`config.mk`:
```
export PLATFORM = sky130hd
export DESIGN_NAME = cisb_ctrl
export DESIGN_NICKNAME = d
export VERILOG_FILES = /design/src/hdl/cisb_pkg.sv /design/src/hdl/cisb_ctrl.sv /design/src/hdl/cisb_regfile.sv
export SDC_FILE = /design/constraint.sdc
export NUM_CORES = 2
export LEC_CHECK = 0
export BUFFER_PORTS_ARGS = -buffer_cell sky130_fd_sc_hd__buf_2
export CAP_MARGIN = 20
export CELL_PAD_IN_SITES_DETAIL_PLACEMENT = 1
export CELL_PAD_IN_SITES_GLOBAL_PLACEMENT = 1
export CORE_MARGIN = 5
export CORE_UTILIZATION = 35
export DETAILED_ROUTE_END_ITERATION = 10
export GPL_TIMING_DRIVEN = 1
export PLACE_DENSITY = 0.6
export SLEW_MARGIN = 20
export SYNTH_ARGS = -nofsm -noshare
export SYNTH_HDL_FRONTEND = slang
export SYNTH_HIERARCHICAL = 1
export SYNTH_SLANG_ARGS = --single-unit
```
`constraint.sdc`:
```
create_clock -name ref_clk -period 7.1 [get_ports ref_clk]
set_clock_uncertainty 0.05 [all_clocks]
set_input_delay 0.71 -clock ref_clk [delete_from_list [all_inputs] [get_ports ref_clk]]
set_output_delay 0.71 -clock ref_clk [all_outputs]
set_load 0.05 [all_outputs]
```
`src/hdl/cisb_pkg.sv`:
```
// Constants, encodings and types for the compact-state and branch control block
package cisb_pkg;

    // Status word layout and reset values
    localparam int          STATE_FLAG_BIT   = 5;
    localparam int          FLAG_N_BIT       = 31;
    localparam int          FLAG_Z_BIT       = 30;
    localparam int          FLAG_C_BIT       = 29;
    localparam int          FLAG_V_BIT       = 28;
    localparam logic [31:0] STATUS_RESET     = 32'h0000_0000;
    localparam logic [31:0] PC_RESET         = 32'h0000_0000;

    // Program counter steps and read offsets
    localparam logic [31:0] STEP_WIDE        = 32'h0000_0004;
    localparam logic [31:0] STEP_COMPACT     = 32'h0000_0002;
    localparam logic [31:0] PC_RD_OFS_WIDE   = 32'h0000_0008;
    localparam logic [31:0] PC_RD_OFS_COMP   = 32'h0000_0004;

    // Link values and vector addresses on exception entry
    localparam logic [31:0] LR_OFS_2         = 32'h0000_0002;
    localparam logic [31:0] LR_OFS_4         = 32'h0000_0004;
    localparam logic [31:0] LR_OFS_8         = 32'h0000_0008;
    localparam logic [31:0] VECTOR_BASE      = 32'h0000_0000;
    localparam logic [31:0] VECTOR_STRIDE    = 32'h0000_0004;

    // Register file
    localparam int          REG_COUNT        = 16;
    localparam int          REG_SEL_W        = 4;
    localparam logic [3:0]  LINK_REG         = 4'he;

    // Compact branch encodings
    localparam logic [3:0]  OP_BCOND         = 4'hd;
    localparam logic [4:0]  OP_BUNC          = 5'h1c;
    localparam logic [4:0]  OP_BL_HIGH       = 5'h1e;
    localparam logic [4:0]  OP_BL_LOW        = 5'h1f;
    localparam logic [8:0]  OP_BX_COMP       = 9'h08e;
    localparam logic [3:0]  COND_UNDEF       = 4'he;
    localparam logic [3:0]  COND_TRAP        = 4'hf;
    localparam int          BL_HIGH_SHIFT    = 12;

    // Wide branch-exchange pattern, bits 27:4
    localparam logic [23:0] OP_BX_WIDE       = 24'h12fff1;

    typedef enum logic [2:0] {
        EXC_UNDEF,
        EXC_TRAP,
        EXC_PABORT,
        EXC_DABORT,
        EXC_IRQ,
        EXC_FIQ
    } cisb_exc_t;

    typedef enum logic [1:0] {
        ST_FETCH,
        ST_DECODE,
        ST_REGRD
    } cisb_state_t;

endpackage

```
`src/hdl/cisb_ctrl.sv`:
```
// Instruction-state control: fetch width, pc step, branches, state switches, exceptions
//
// Summary of operation
// - Data and fetch addresses are always full 32-bit values.
// - Compact registers 0 to 7 are the same storage as wide 0 to 7.
// - Program counter reads in compact state show bit 0 as zero.
// - Program counter writes in compact state drop bit 0.
// - Compact instructions reading the program counter see their address plus 4.
// - Status bit 5 selects wide or compact instruction state.
// - Flag clear: fetch 32-bit words, step pc by 4, decode wide.
// - Flag set: fetch 16-bit halfwords, step pc by 2, decode compact.
// - Compact instructions cannot read or write any status word.
// - Branch-exchange jumps to register; bit 0 set enters compact state.
// - Restoring saved status with flag set enters compact state.
// - Direct status writes changing the flag have no defined effect.
// - Exceptions from compact state switch to wide state at the vector.
// - Exception entry saves the flag; link suits one return sequence.
// - Undefined or trap in compact state: link is address plus 2.
// - Prefetch abort in compact state: link is fetch address plus 4.
// - Data abort in compact state: link is instruction address plus 8.
// - Interrupts in compact state: link is next address plus 4.
// - Conditional branch with 8-bit signed offset, range 256 bytes.
// - Unconditional branch with 11-bit signed offset, range 2 Kbytes.
// - Call with link is two instructions of 11-bit parts, 4 Mbytes.
// - Branch-exchange format has register select and must-be-zero field.
module cisb_ctrl
    import cisb_pkg::*;
(
    input  wire logic                ref_clk,
    input  wire logic                nrst,
    output logic                     fetch_req,
    output logic [31:0]              fetch_addr,
    output logic                     fetch_compact,
    input  wire logic                fetch_ack,
    input  wire logic [31:0]         fetch_data,
    output logic                     exec_valid,
    output logic [31:0]              exec_instr,
    output logic [31:0]              exec_addr,
    output logic                     exec_compact,
    output logic [31:0]              pc_read_value,
    input  wire logic                pc_wr_en,
    input  wire logic [31:0]         pc_wr_data,
    input  wire logic                status_restore,
    input  wire logic                status_wr_en,
    input  wire logic [31:0]         status_wr_data,
    input  wire logic                rf_wr_en,
    input  wire logic [3:0]          rf_wr_sel,
    input  wire logic [31:0]         rf_wr_data,
    output logic                     rf_wr_ready,
    input  wire logic [3:0]          rf_rd_sel,
    output logic [31:0]              rf_rd_data,
    input  wire logic                exc_valid,
    input  wire cisb_pkg::cisb_exc_t exc_kind,
    input  wire logic [31:0]         exc_addr,
    output logic                     exc_ack,
    output logic [31:0]              current_status_word,
    output logic [31:0]              saved_status_word,
    output logic                     compact_state
);

    typedef struct packed {
        cisb_state_t state;
        logic [31:0] pc;
        logic [31:0] status;
        logic [31:0] saved;
        logic [31:0] instr;
        logic [31:0] iaddr;
        logic        is_bx;
        logic        exec_valid;
    } cisb_regs_t;

    cisb_regs_t  r_q;
    cisb_regs_t  r_d;
    logic        ctl_wr;
    logic [3:0]  ctl_wr_sel;
    logic [31:0] ctl_wr_data;
    logic [3:0]  ctl_rd_sel;
    logic        ctl_rd;
    logic [31:0] rd_q;

    ////////////////////////////////////////////////////////////////////////
    // Helpers

    function automatic logic cond_pass(input logic [3:0] cond, input logic [31:0] st);
        logic n;
        logic z;
        logic c;
        logic v;
        logic res;
        n = st[FLAG_N_BIT];
        z = st[FLAG_Z_BIT];
        c = st[FLAG_C_BIT];
        v = st[FLAG_V_BIT];
        unique case (cond[3:1])
            3'h0:    res = z;
            3'h1:    res = c;
            3'h2:    res = n;
            3'h3:    res = v;
            3'h4:    res = c & ~z;
            3'h5:    res = (n == v);
            3'h6:    res = ~z & (n == v);
            default: res = 1'b1;
        endcase
        // Odd codes invert, except the always code
        if (cond[0] && cond[3:1] != 3'h7) begin
            res = ~res;
        end
        return res;
    endfunction

    // Sign extend and scale by two for halfword targets
    function automatic logic [31:0] scaled_ofs(input logic [10:0] ofs, input logic wide11);
        logic [31:0] s;
        s = wide11 ? {{21{ofs[10]}}, ofs} : {{24{ofs[7]}}, ofs[7:0]};
        return {s[30:0], 1'b0};
    endfunction

    // Compact targets keep bit 1, wide targets are word aligned
    function automatic logic [31:0] align_pc(input logic [31:0] a, input logic comp);
        logic [31:0] r;
        r = comp ? {a[31:1], 1'b0} : {a[31:2], 2'b00};
        return r;
    endfunction

    function automatic logic [31:0] link_ofs(input cisb_exc_t k, input logic comp);
        logic [31:0] o;
        unique case (k)
            EXC_UNDEF, EXC_TRAP: o = comp ? LR_OFS_2 : LR_OFS_4;
            EXC_PABORT:          o = LR_OFS_4;
            EXC_DABORT:          o = LR_OFS_8;
            EXC_IRQ, EXC_FIQ:    o = LR_OFS_4;
            default:             o = LR_OFS_4;
        endcase
        return o;
    endfunction

    ////////////////////////////////////////////////////////////////////////
    // Register storage

    cisb_regfile #(
        .WIDTH (32),
        .DEPTH (REG_COUNT),
        .SEL_W (REG_SEL_W)
    ) u_regs (
        .ref_clk   (ref_clk),
        .nrst      (nrst),
        .wr_en     (ctl_wr | rf_wr_en),
        .wr_sel    (ctl_wr ? ctl_wr_sel : rf_wr_sel),
        .wr_data   (ctl_wr ? ctl_wr_data : rf_wr_data),
        .rd_sel    (ctl_rd ? ctl_rd_sel : rf_rd_sel),
        .rd_data_q (rd_q)
    );

    ////////////////////////////////////////////////////////////////////////
    // Next state

    always_comb begin
        logic        comp;
        logic [15:0] h;
        logic        take_exc;
        cisb_exc_t   kind;
        logic [31:0] eaddr;
        logic [31:0] tgt;
        comp        = r_q.status[STATE_FLAG_BIT];
        h           = r_q.instr[15:0];
        take_exc    = 1'b0;
        kind        = EXC_UNDEF;
        eaddr       = r_q.pc;
        tgt         = '0;
        r_d         = r_q;
        r_d.exec_valid = 1'b0;
        ctl_wr      = 1'b0;
        ctl_wr_sel  = LINK_REG;
        ctl_wr_data = '0;
        ctl_rd      = 1'b0;
        ctl_rd_sel  = LINK_REG;
        exc_ack     = 1'b0;
        unique case (r_q.state)
            ST_FETCH: begin
                if (exc_valid) begin
                    take_exc = 1'b1;
                    kind     = exc_kind;
                    eaddr    = exc_addr;
                    exc_ack  = 1'b1;
                end else if (status_restore) begin
                    r_d.status = r_q.saved;
                end else if (status_wr_en) begin
                    r_d.status = status_wr_data;
                end else if (pc_wr_en) begin
                    r_d.pc = align_pc(pc_wr_data, comp);
                end else if (fetch_ack) begin
                    // Compact halfword from the word lane that pc bit 1 selects
                    if (comp) begin
                        r_d.instr = {16'h0000, r_q.pc[1] ? fetch_data[31:16] : fetch_data[15:0]};
                    end else begin
                        r_d.instr = fetch_data;
                    end
                    r_d.state = ST_DECODE;
                end
            end
            ST_DECODE: begin
                r_d.state = ST_FETCH;
                r_d.is_bx = 1'b0;
                if (comp) begin
                    if (h[15:12] == OP_BCOND) begin
                        if (h[11:8] == COND_UNDEF || h[11:8] == COND_TRAP) begin
                            take_exc = 1'b1;
                            kind     = (h[11:8] == COND_TRAP) ? EXC_TRAP : EXC_UNDEF;
                        end else if (cond_pass(h[11:8], r_q.status)) begin
                            r_d.pc = r_q.pc + PC_RD_OFS_COMP + scaled_ofs({3'b000, h[7:0]}, 1'b0);
                        end else begin
                            r_d.pc = r_q.pc + STEP_COMPACT;
                        end
                    end else if (h[15:11] == OP_BUNC) begin
                        r_d.pc = r_q.pc + PC_RD_OFS_COMP + scaled_ofs(h[10:0], 1'b1);
                    end else if (h[15:11] == OP_BL_HIGH) begin
                        ctl_wr      = 1'b1;
                        ctl_wr_data = r_q.pc + PC_RD_OFS_COMP + ({{21{h[10]}}, h[10:0]} << BL_HIGH_SHIFT);
                        r_d.pc      = r_q.pc + STEP_COMPACT;
                    end else if (h[15:11] == OP_BL_LOW) begin
                        ctl_rd    = 1'b1;
                        r_d.state = ST_REGRD;
                    end else if (h[15:7] == OP_BX_COMP) begin
                        // Low three select bits plus the high-bank bit; 0..7 are shared storage
                        ctl_rd     = 1'b1;
                        ctl_rd_sel = {h[6], h[5:3]};
                        r_d.is_bx  = 1'b1;
                        r_d.state  = ST_REGRD;
                    end else begin
                        // No compact encoding reaches the status words
                        r_d.exec_valid = 1'b1;
                        r_d.iaddr      = r_q.pc;
                        r_d.pc         = r_q.pc + STEP_COMPACT;
                    end
                end else if (r_q.instr[27:4] == OP_BX_WIDE && cond_pass(r_q.instr[31:28], r_q.status)) begin
                    ctl_rd     = 1'b1;
                    ctl_rd_sel = r_q.instr[3:0];
                    r_d.is_bx  = 1'b1;
                    r_d.state  = ST_REGRD;
                end else begin
                    r_d.exec_valid = 1'b1;
                    r_d.iaddr      = r_q.pc;
                    r_d.pc         = r_q.pc + STEP_WIDE;
                end
            end
            ST_REGRD: begin
                r_d.state = ST_FETCH;
                if (r_q.is_bx) begin
                    r_d.status[STATE_FLAG_BIT] = rd_q[0];
                    r_d.pc = align_pc(rd_q, rd_q[0]);
                end else begin
                    tgt         = rd_q + scaled_ofs(h[10:0], 1'b1);
                    r_d.pc      = tgt;
                    ctl_wr      = 1'b1;
                    ctl_wr_data = (r_q.pc + STEP_COMPACT) | 32'h0000_0001;
                end
            end
            default: begin
                r_d.state = ST_FETCH;
            end
        endcase
        if (take_exc) begin
            ctl_wr      = 1'b1;
            ctl_wr_data = eaddr + link_ofs(kind, comp);
            r_d.saved   = r_q.status;
            r_d.status[STATE_FLAG_BIT] = 1'b0;
            r_d.pc      = VECTOR_BASE + VECTOR_STRIDE * ({29'h0, kind} + 32'h1);
            r_d.state   = ST_FETCH;
        end
    end

    always_ff @(posedge ref_clk or negedge nrst) begin
        if (!nrst) begin
            r_q <= '{state:      ST_FETCH,
                     pc:         PC_RESET,
                     status:     STATUS_RESET,
                     saved:      STATUS_RESET,
                     instr:      32'h0000_0000,
                     iaddr:      PC_RESET,
                     is_bx:      1'b0,
                     exec_valid: 1'b0};
        end else begin
            r_q <= r_d;
        end
    end

    ////////////////////////////////////////////////////////////////////////
    // Outputs

    assign fetch_req           = (r_q.state == ST_FETCH) && !exc_valid && !status_restore
                                 && !status_wr_en && !pc_wr_en;
    assign fetch_addr          = r_q.pc;
    assign fetch_compact       = r_q.status[STATE_FLAG_BIT];
    assign exec_valid          = r_q.exec_valid;
    assign exec_instr          = r_q.instr;
    assign exec_addr           = r_q.iaddr;
    assign exec_compact        = r_q.status[STATE_FLAG_BIT];
    // Compact: address plus 4 with bit 0 clear; wide: address plus 8
    assign pc_read_value       = r_q.status[STATE_FLAG_BIT]
                                 ? {(r_q.pc[31:1] + PC_RD_OFS_COMP[31:1]), 1'b0}
                                 : r_q.pc + PC_RD_OFS_WIDE;
    assign rf_wr_ready         = !ctl_wr;
    assign rf_rd_data          = rd_q;
    assign current_status_word = r_q.status;
    assign saved_status_word   = r_q.saved;
    assign compact_state       = r_q.status[STATE_FLAG_BIT];

endmodule

```
`src/hdl/cisb_regfile.sv`:
```
// General register storage with one write port and one registered read port
module cisb_regfile #(
    parameter int WIDTH = 32,
    parameter int DEPTH = 16,
    parameter int SEL_W = 4
) (
    input  wire logic             ref_clk,
    input  wire logic             nrst,
    input  wire logic             wr_en,
    input  wire logic [SEL_W-1:0] wr_sel,
    input  wire logic [WIDTH-1:0] wr_data,
    input  wire logic [SEL_W-1:0] rd_sel,
    output logic      [WIDTH-1:0] rd_data_q
);

    logic [WIDTH-1:0] mem [DEPTH];

    always_ff @(posedge ref_clk) begin
        if (wr_en) begin
            mem[wr_sel] <= wr_data;
        end
    end

    always_ff @(posedge ref_clk or negedge nrst) begin
        if (!nrst) begin
            rd_data_q <= '0;
        end else begin
            rd_data_q <= mem[rd_sel];
        end
    end

endmodule

```
==> impl_metrics.prom <==
# TYPE chip_impl_metric gauge
chip_impl_metric{name="ys_ff_latch",unit=""} 708
chip_impl_metric{name="port_buffers",unit=""} 408
chip_impl_metric{name="final_min_period_over_clock_period",unit=""} 0.841
chip_impl_metric{name="slew_violations",unit=""} 0
chip_impl_metric{name="number_of_maximum_capacitance_violations",unit=""} 0
chip_impl_metric{name="grt_start_max_net_pins",unit=""} 138
chip_impl_info{name="clock-root-buffer",value="sky130_fd_sc_hd__clkbuf_16"} 1
chip_impl_info{name="end_kind",value="flop"} 1
chip_impl_metric{name="die_area",unit="mm²"} 0.119
chip_impl_metric{name="vdd.ir_drop.worst",unit="µV"} 170
chip_impl_metric{name="crit_arrival",unit="ps"} 6330
chip_impl_metric{name="drcViolationCount",unit=""} 0
chip_impl_metric{name="final-hold-violation-count",unit=""} 0
chip_impl_metric{name="row_count",unit=""} 123
chip_impl_info{name="slowest_stage",value="sky130_fd_sc_hd__a2111oi_0"} 1
chip_impl_info{name="hold_class",value="input pin to flop"} 1
chip_impl_metric{name="finalWeightedCongestion",unit=""} 0.968
chip_impl_metric{name="grt_usage",unit=""} 0.250
chip_impl_metric{name="synthesis.nets",unit=""} 3739
chip_impl_metric{name="p_leak",unit="µW"} 0.0175
chip_impl_metric{name="ys_seq_area_frac",unit=""} 0.515
chip_impl_metric{name="routed-via-count",unit=""} 29994
chip_impl_info{name="unrepaired_setup_endpoints_after_global_routing",value="no"} 1
chip_impl_metric{name="core_utilization_of_the_finished_layout",unit=""} 0.402
chip_impl_info{name="crit_family",value="compound AO/OA/AOI/OAI gates"} 1
chip_impl_info{name="ys_dominant_reg_cell",value="sky130_fd_sc_hd__edfxtp_1"} 1
chip_impl_metric{name="ctsLongestPathBuffers",unit=""} 3
chip_impl_metric{name="finalSetupViolations",unit=""} 0
chip_impl_metric{name="avgViaCountPerCell",unit=""} 5.70
chip_impl_metric{name="start_util",unit=""} 0.351
chip_impl_metric{name="synth_enable_flop_cells",unit=""} 512
chip_impl_metric{name="dieHeight",unit="µm"} 345
chip_impl_metric{name="final_antenna_net_count",unit=""} 0
chip_impl_metric{name="mapped_cells",unit=""} 3448
chip_impl_metric{name="area_of_the_mapped_netlist",unit="mm²"} 0.0394
chip_impl_metric{name="drt-wirelength-per-cell",unit="µm"} 29.3
chip_impl_metric{name="post_cts.resized_instances",unit=""} 0
chip_impl_metric{name="final_net_count",unit=""} 3980
chip_impl_metric{name="netlist-cell-type-count",unit=""} 103
chip_impl_metric{name="yosysWarningCount",unit=""} 6
chip_impl_info{name="setup.worst_path.start_class",value="flop"} 1
chip_impl_metric{name="max_freq",unit="GHz"} 0.167
chip_impl_metric{name="path_max_fanout",unit=""} 16
chip_impl_metric{name="grt-ovfl-total",unit=""} 0
chip_impl_metric{name="postSynth.asyncResetShare",unit=""} 0.277
chip_impl_metric{name="detailedPlacementHpwl",unit="µm"} 112000
chip_impl_metric{name="final-seq-area",unit="mm²"} 0.0203
chip_impl_info{name="timing.critical_path.from",value="fetch_addr[3]"} 1
chip_impl_metric{name="drt_iter0_markers",unit=""} 2525
chip_impl_metric{name="power.density",unit="mW/mm²"} 278
chip_impl_metric{name="multi_input_comb_area",unit="mm²"} 0.0170
chip_impl_metric{name="timing.critical_path.slowest_cell_delay",unit="ps"} 670
chip_impl_metric{name="floorplan.die.width",unit="µm"} 345
chip_impl_metric{name="critPathRequiredTime",unit="ps"} 7460
chip_impl_metric{name="grt_antenna_before_repair",unit=""} 9
chip_impl_metric{name="hold_ws",unit="ps"} 268
chip_impl_metric{name="drive_gt1_frac",unit=""} 0.226
chip_impl_metric{name="period_needed",unit="ps"} 5970
chip_impl_metric{name="routed_wl",unit="µm"} 154000
chip_impl_metric{name="n_fill_cell",unit=""} 12191
chip_impl_metric{name="drtPass1Iterations",unit=""} 6
chip_impl_metric{name="placeableCoreArea",unit="mm²"} 0.112
chip_impl_metric{name="cts.htree.levels",unit=""} 3
chip_impl_metric{name="via_count_of_the_first_global_routing_pass",unit=""} 30648
chip_impl_info{name="rr_startpoint",value="fetch_addr[3]"} 1
chip_impl_info{name="worstPathCellList",value="buf_4, ha_1, nand3_1, or2_2, nor2_1, xnor2_1, ha_1, a21o_1, a2111oi_0, nor3_1, o311ai_0, nand2_1, xnor2_1, a221oi_1, a211oi_1, buf_4"} 1
chip_impl_metric{name="clk_transition_reported_paths",unit="ps"} 60
chip_impl_metric{name="grt_pass1_wl",unit="µm"} 222000
chip_impl_info{name="run_status",value="finished clean"} 1
chip_impl_metric{name="cts.sink_count",unit=""} 708
chip_impl_metric{name="clock_latency",unit="ps"} 690
chip_impl_metric{name="syn-mean-instance-area",unit="µm²"} 11.4
chip_impl_metric{name="worst_pin_slew",unit="ps"} 1110
chip_impl_metric{name="synthToLayoutAreaGrowth",unit="%"} 14.4
chip_impl_info{name="cts_tree",value="built"} 1
chip_impl_info{name="source_of_the_worst_hold_timing_path",value="fetch_data[26]"} 1
chip_impl_metric{name="timing.max_slew.rel_slack",unit=""} 0.256
chip_impl_metric{name="timing.critical_path.buf_inv",unit=""} 2
chip_impl_metric{name="pin_count",unit=""} 410
chip_impl_info{name="timing_worst_setup_path_type",value="flop to flop"} 1
chip_impl_metric{name="tns",unit="ps"} 0
chip_impl_metric{name="numCtsBuffers",unit=""} 79
final timing paths:
path	end	slack, ps	cells after the start
worst max-delay path	u_regs/mem[5][23]	1130	16
worst min register to register	exec_addr[18]	420	2
worst min-delay path	exec_instr[26]	270	3
worst max register to register	u_regs/mem[5][23]	1130	16
min in group asynchronous	exec_instr[7]	560	2
max in group asynchronous	u_regs/rd_data_q[24]	5060	3
layout make-up:
type	count	share of cell area
Clock buffer	98	0.0464
Multi-Input combinational cell	2333	0.378
Antenna cell	7	0.000389
Timing Repair Buffer	528	0.0665
Tap cell	1500	0.0417
Inverter	39	0.00331
Clock inverter	46	0.0128
Sequential cell	708	0.451
worst reg2reg max path: cells and delay by family, from the launching register on:
kind | cells | cell delay (ps)
buffers and inverters | 2 | 400
XOR/XNOR | 2 | 450
AO/OA/AOI/OAI | 5 | 2090
flip-flops | 1 | 320
AND/OR/NAND/NOR | 5 | 1750
adder cells (fa/ha/maj) | 2 | 660
timing repair:
action                                 CTS  global route
hold buffers                             1             0
endpoints found under the hold margin   59             0
buffers inserted                         0             0
cell families after synthesis:
family | after synthesis | share of synthesized area
DFF | 708 | 0.515
adders and majority gates | 112 | 0.0364
buffers and inverters | 407 | 0.0574
AOI/OAI and AO/OA | 813 | 0.137
xor gates and xnor gates | 207 | 0.0461
and+or+nand+nor | 996 | 0.114
muxes | 205 | 0.0933
cells in the mapped netlist (20+ instances only):
master | count | share of area
sky130_fd_sc_hd__o21ai_0 | 171 | 0.022
sky130_fd_sc_hd__ha_1 | 108 | 0.034
sky130_fd_sc_hd__nor3_1 | 49 | 0.0062
sky130_fd_sc_hd__a221oi_1 | 29 | 0.0065
sky130_fd_sc_hd__mux2i_1 | 73 | 0.019
sky130_fd_sc_hd__clkbuf_1 | 126 | 0.012
sky130_fd_sc_hd__a21o_1 | 51 | 0.0097
sky130_fd_sc_hd__edfxtp_1 | 512 | 0.39
sky130_fd_sc_hd__inv_1 | 37 | 0.0035
sky130_fd_sc_hd__a22oi_1 | 73 | 0.014
sky130_fd_sc_hd__a211oi_1 | 27 | 0.0052
sky130_fd_sc_hd__buf_1 | 26 | 0.0025
sky130_fd_sc_hd__dfrtp_1 | 196 | 0.12
sky130_fd_sc_hd__a31oi_1 | 31 | 0.0049
sky130_fd_sc_hd__buf_2 | 32 | 0.0041
sky130_fd_sc_hd__a21oi_1 | 202 | 0.026
sky130_fd_sc_hd__and2_1 | 20 | 0.0032
sky130_fd_sc_hd__nand2_1 | 481 | 0.046
sky130_fd_sc_hd__nand4_1 | 27 | 0.0043
sky130_fd_sc_hd__nand3_1 | 63 | 0.0080
sky130_fd_sc_hd__o211ai_1 | 25 | 0.0048
sky130_fd_sc_hd__nand2b_1 | 24 | 0.0038
sky130_fd_sc_hd__nor2_1 | 207 | 0.020
sky130_fd_sc_hd__o22ai_1 | 31 | 0.0049
sky130_fd_sc_hd__mux4_2 | 129 | 0.074
sky130_fd_sc_hd__xor2_1 | 91 | 0.020
sky130_fd_sc_hd__buf_4 | 181 | 0.035
sky130_fd_sc_hd__xnor2_1 | 116 | 0.026
sky130_fd_sc_hd__nor2b_1 | 22 | 0.0035
per-layer routing:
layer	vias to the layer above	global-route usage	routed length, µm
li1	13258	-	-
met1	15378	0.345	66700
met2	1150	0.403	71600
met3	204	0.0483	11300
met4	4	0.0688	4490
met5	-	0	25
power by group:
group | switching, µW | internal [µW] | leakage, µW
sequential | 249 | 4730 | 0.00708
clock | 1810 | 2420 | 0.00130
combinational | 2330 | 943 | 0.00910
stage by stage:
| stage | cells | cell area (µm²) | worst slack [ps] | power, µW |
|---|---|---|---|---|
| after global routing | 5255 | 45000 | 779 | 13000 |
| after detailed placement | 5106 | 42300 | 1060 | 8310 |
| final | 5259 | 45000 | 1130 | 12500 |
| after CTS | 5251 | 45000 | 1060 | 12600 |
| after global placement | 5106 | 42300 | 1180 | 8280 |
| after floorplan | 3448 | 39400 | 1030 | 7400 |
flip-flops by register name, indices dropped and copies added (netlist names):
name and count:
exec_addr 32, u_regs/mem 512, saved_status_word 32, exec_instr 32
u_regs/rd_data_q 32, exec_valid 1, fetch_addr 32, current_status_word 32
r_q 3
layout by cell type (no fill, tap or decap), types with 15 or more instances in the layout:
cell type / synthesis / routed
sky130_fd_sc_hd__or3_1: 17 / 17
sky130_fd_sc_hd__dfrtp_1: 196 / 194
sky130_fd_sc_hd__edfxtp_1: 512 / 512
sky130_fd_sc_hd__o221ai_1: 16 / 16
sky130_fd_sc_hd__clkbuf_16: 0 / 80
sky130_fd_sc_hd__and3_1: 19 / 19
sky130_fd_sc_hd__o21ai_0: 171 / 170
sky130_fd_sc_hd__xor2_1: 91 / 91
sky130_fd_sc_hd__xnor2_1: 116 / 116
sky130_fd_sc_hd__and2_1: 20 / 19
sky130_fd_sc_hd__inv_1: 37 / 37
sky130_fd_sc_hd__nor3_1: 49 / 45
sky130_fd_sc_hd__a221oi_1: 29 / 29
sky130_fd_sc_hd__a221o_1: 15 / 15
sky130_fd_sc_hd__nor2b_1: 22 / 20
sky130_fd_sc_hd__ha_1: 108 / 107
sky130_fd_sc_hd__a211oi_1: 27 / 25
sky130_fd_sc_hd__o211ai_1: 25 / 25
sky130_fd_sc_hd__nand2_1: 481 / 479
sky130_fd_sc_hd__nor2_1: 207 / 191
sky130_fd_sc_hd__nand2b_1: 24 / 24
sky130_fd_sc_hd__buf_4: 181 / 115
sky130_fd_sc_hd__clkbuf_1: 126 / 16
sky130_fd_sc_hd__o22ai_1: 31 / 31
sky130_fd_sc_hd__buf_2: 32 / 407
sky130_fd_sc_hd__mux2i_1: 73 / 73
sky130_fd_sc_hd__clkinv_2: 0 / 17
sky130_fd_sc_hd__a21oi_1: 202 / 201
sky130_fd_sc_hd__nand3_1: 63 / 63
sky130_fd_sc_hd__a31oi_1: 31 / 31
sky130_fd_sc_hd__a22oi_1: 73 / 73
sky130_fd_sc_hd__nand4_1: 27 / 27
sky130_fd_sc_hd__a21o_1: 51 / 51
sky130_fd_sc_hd__mux4_2: 129 / 129
(Power assumes the default switching activity.)
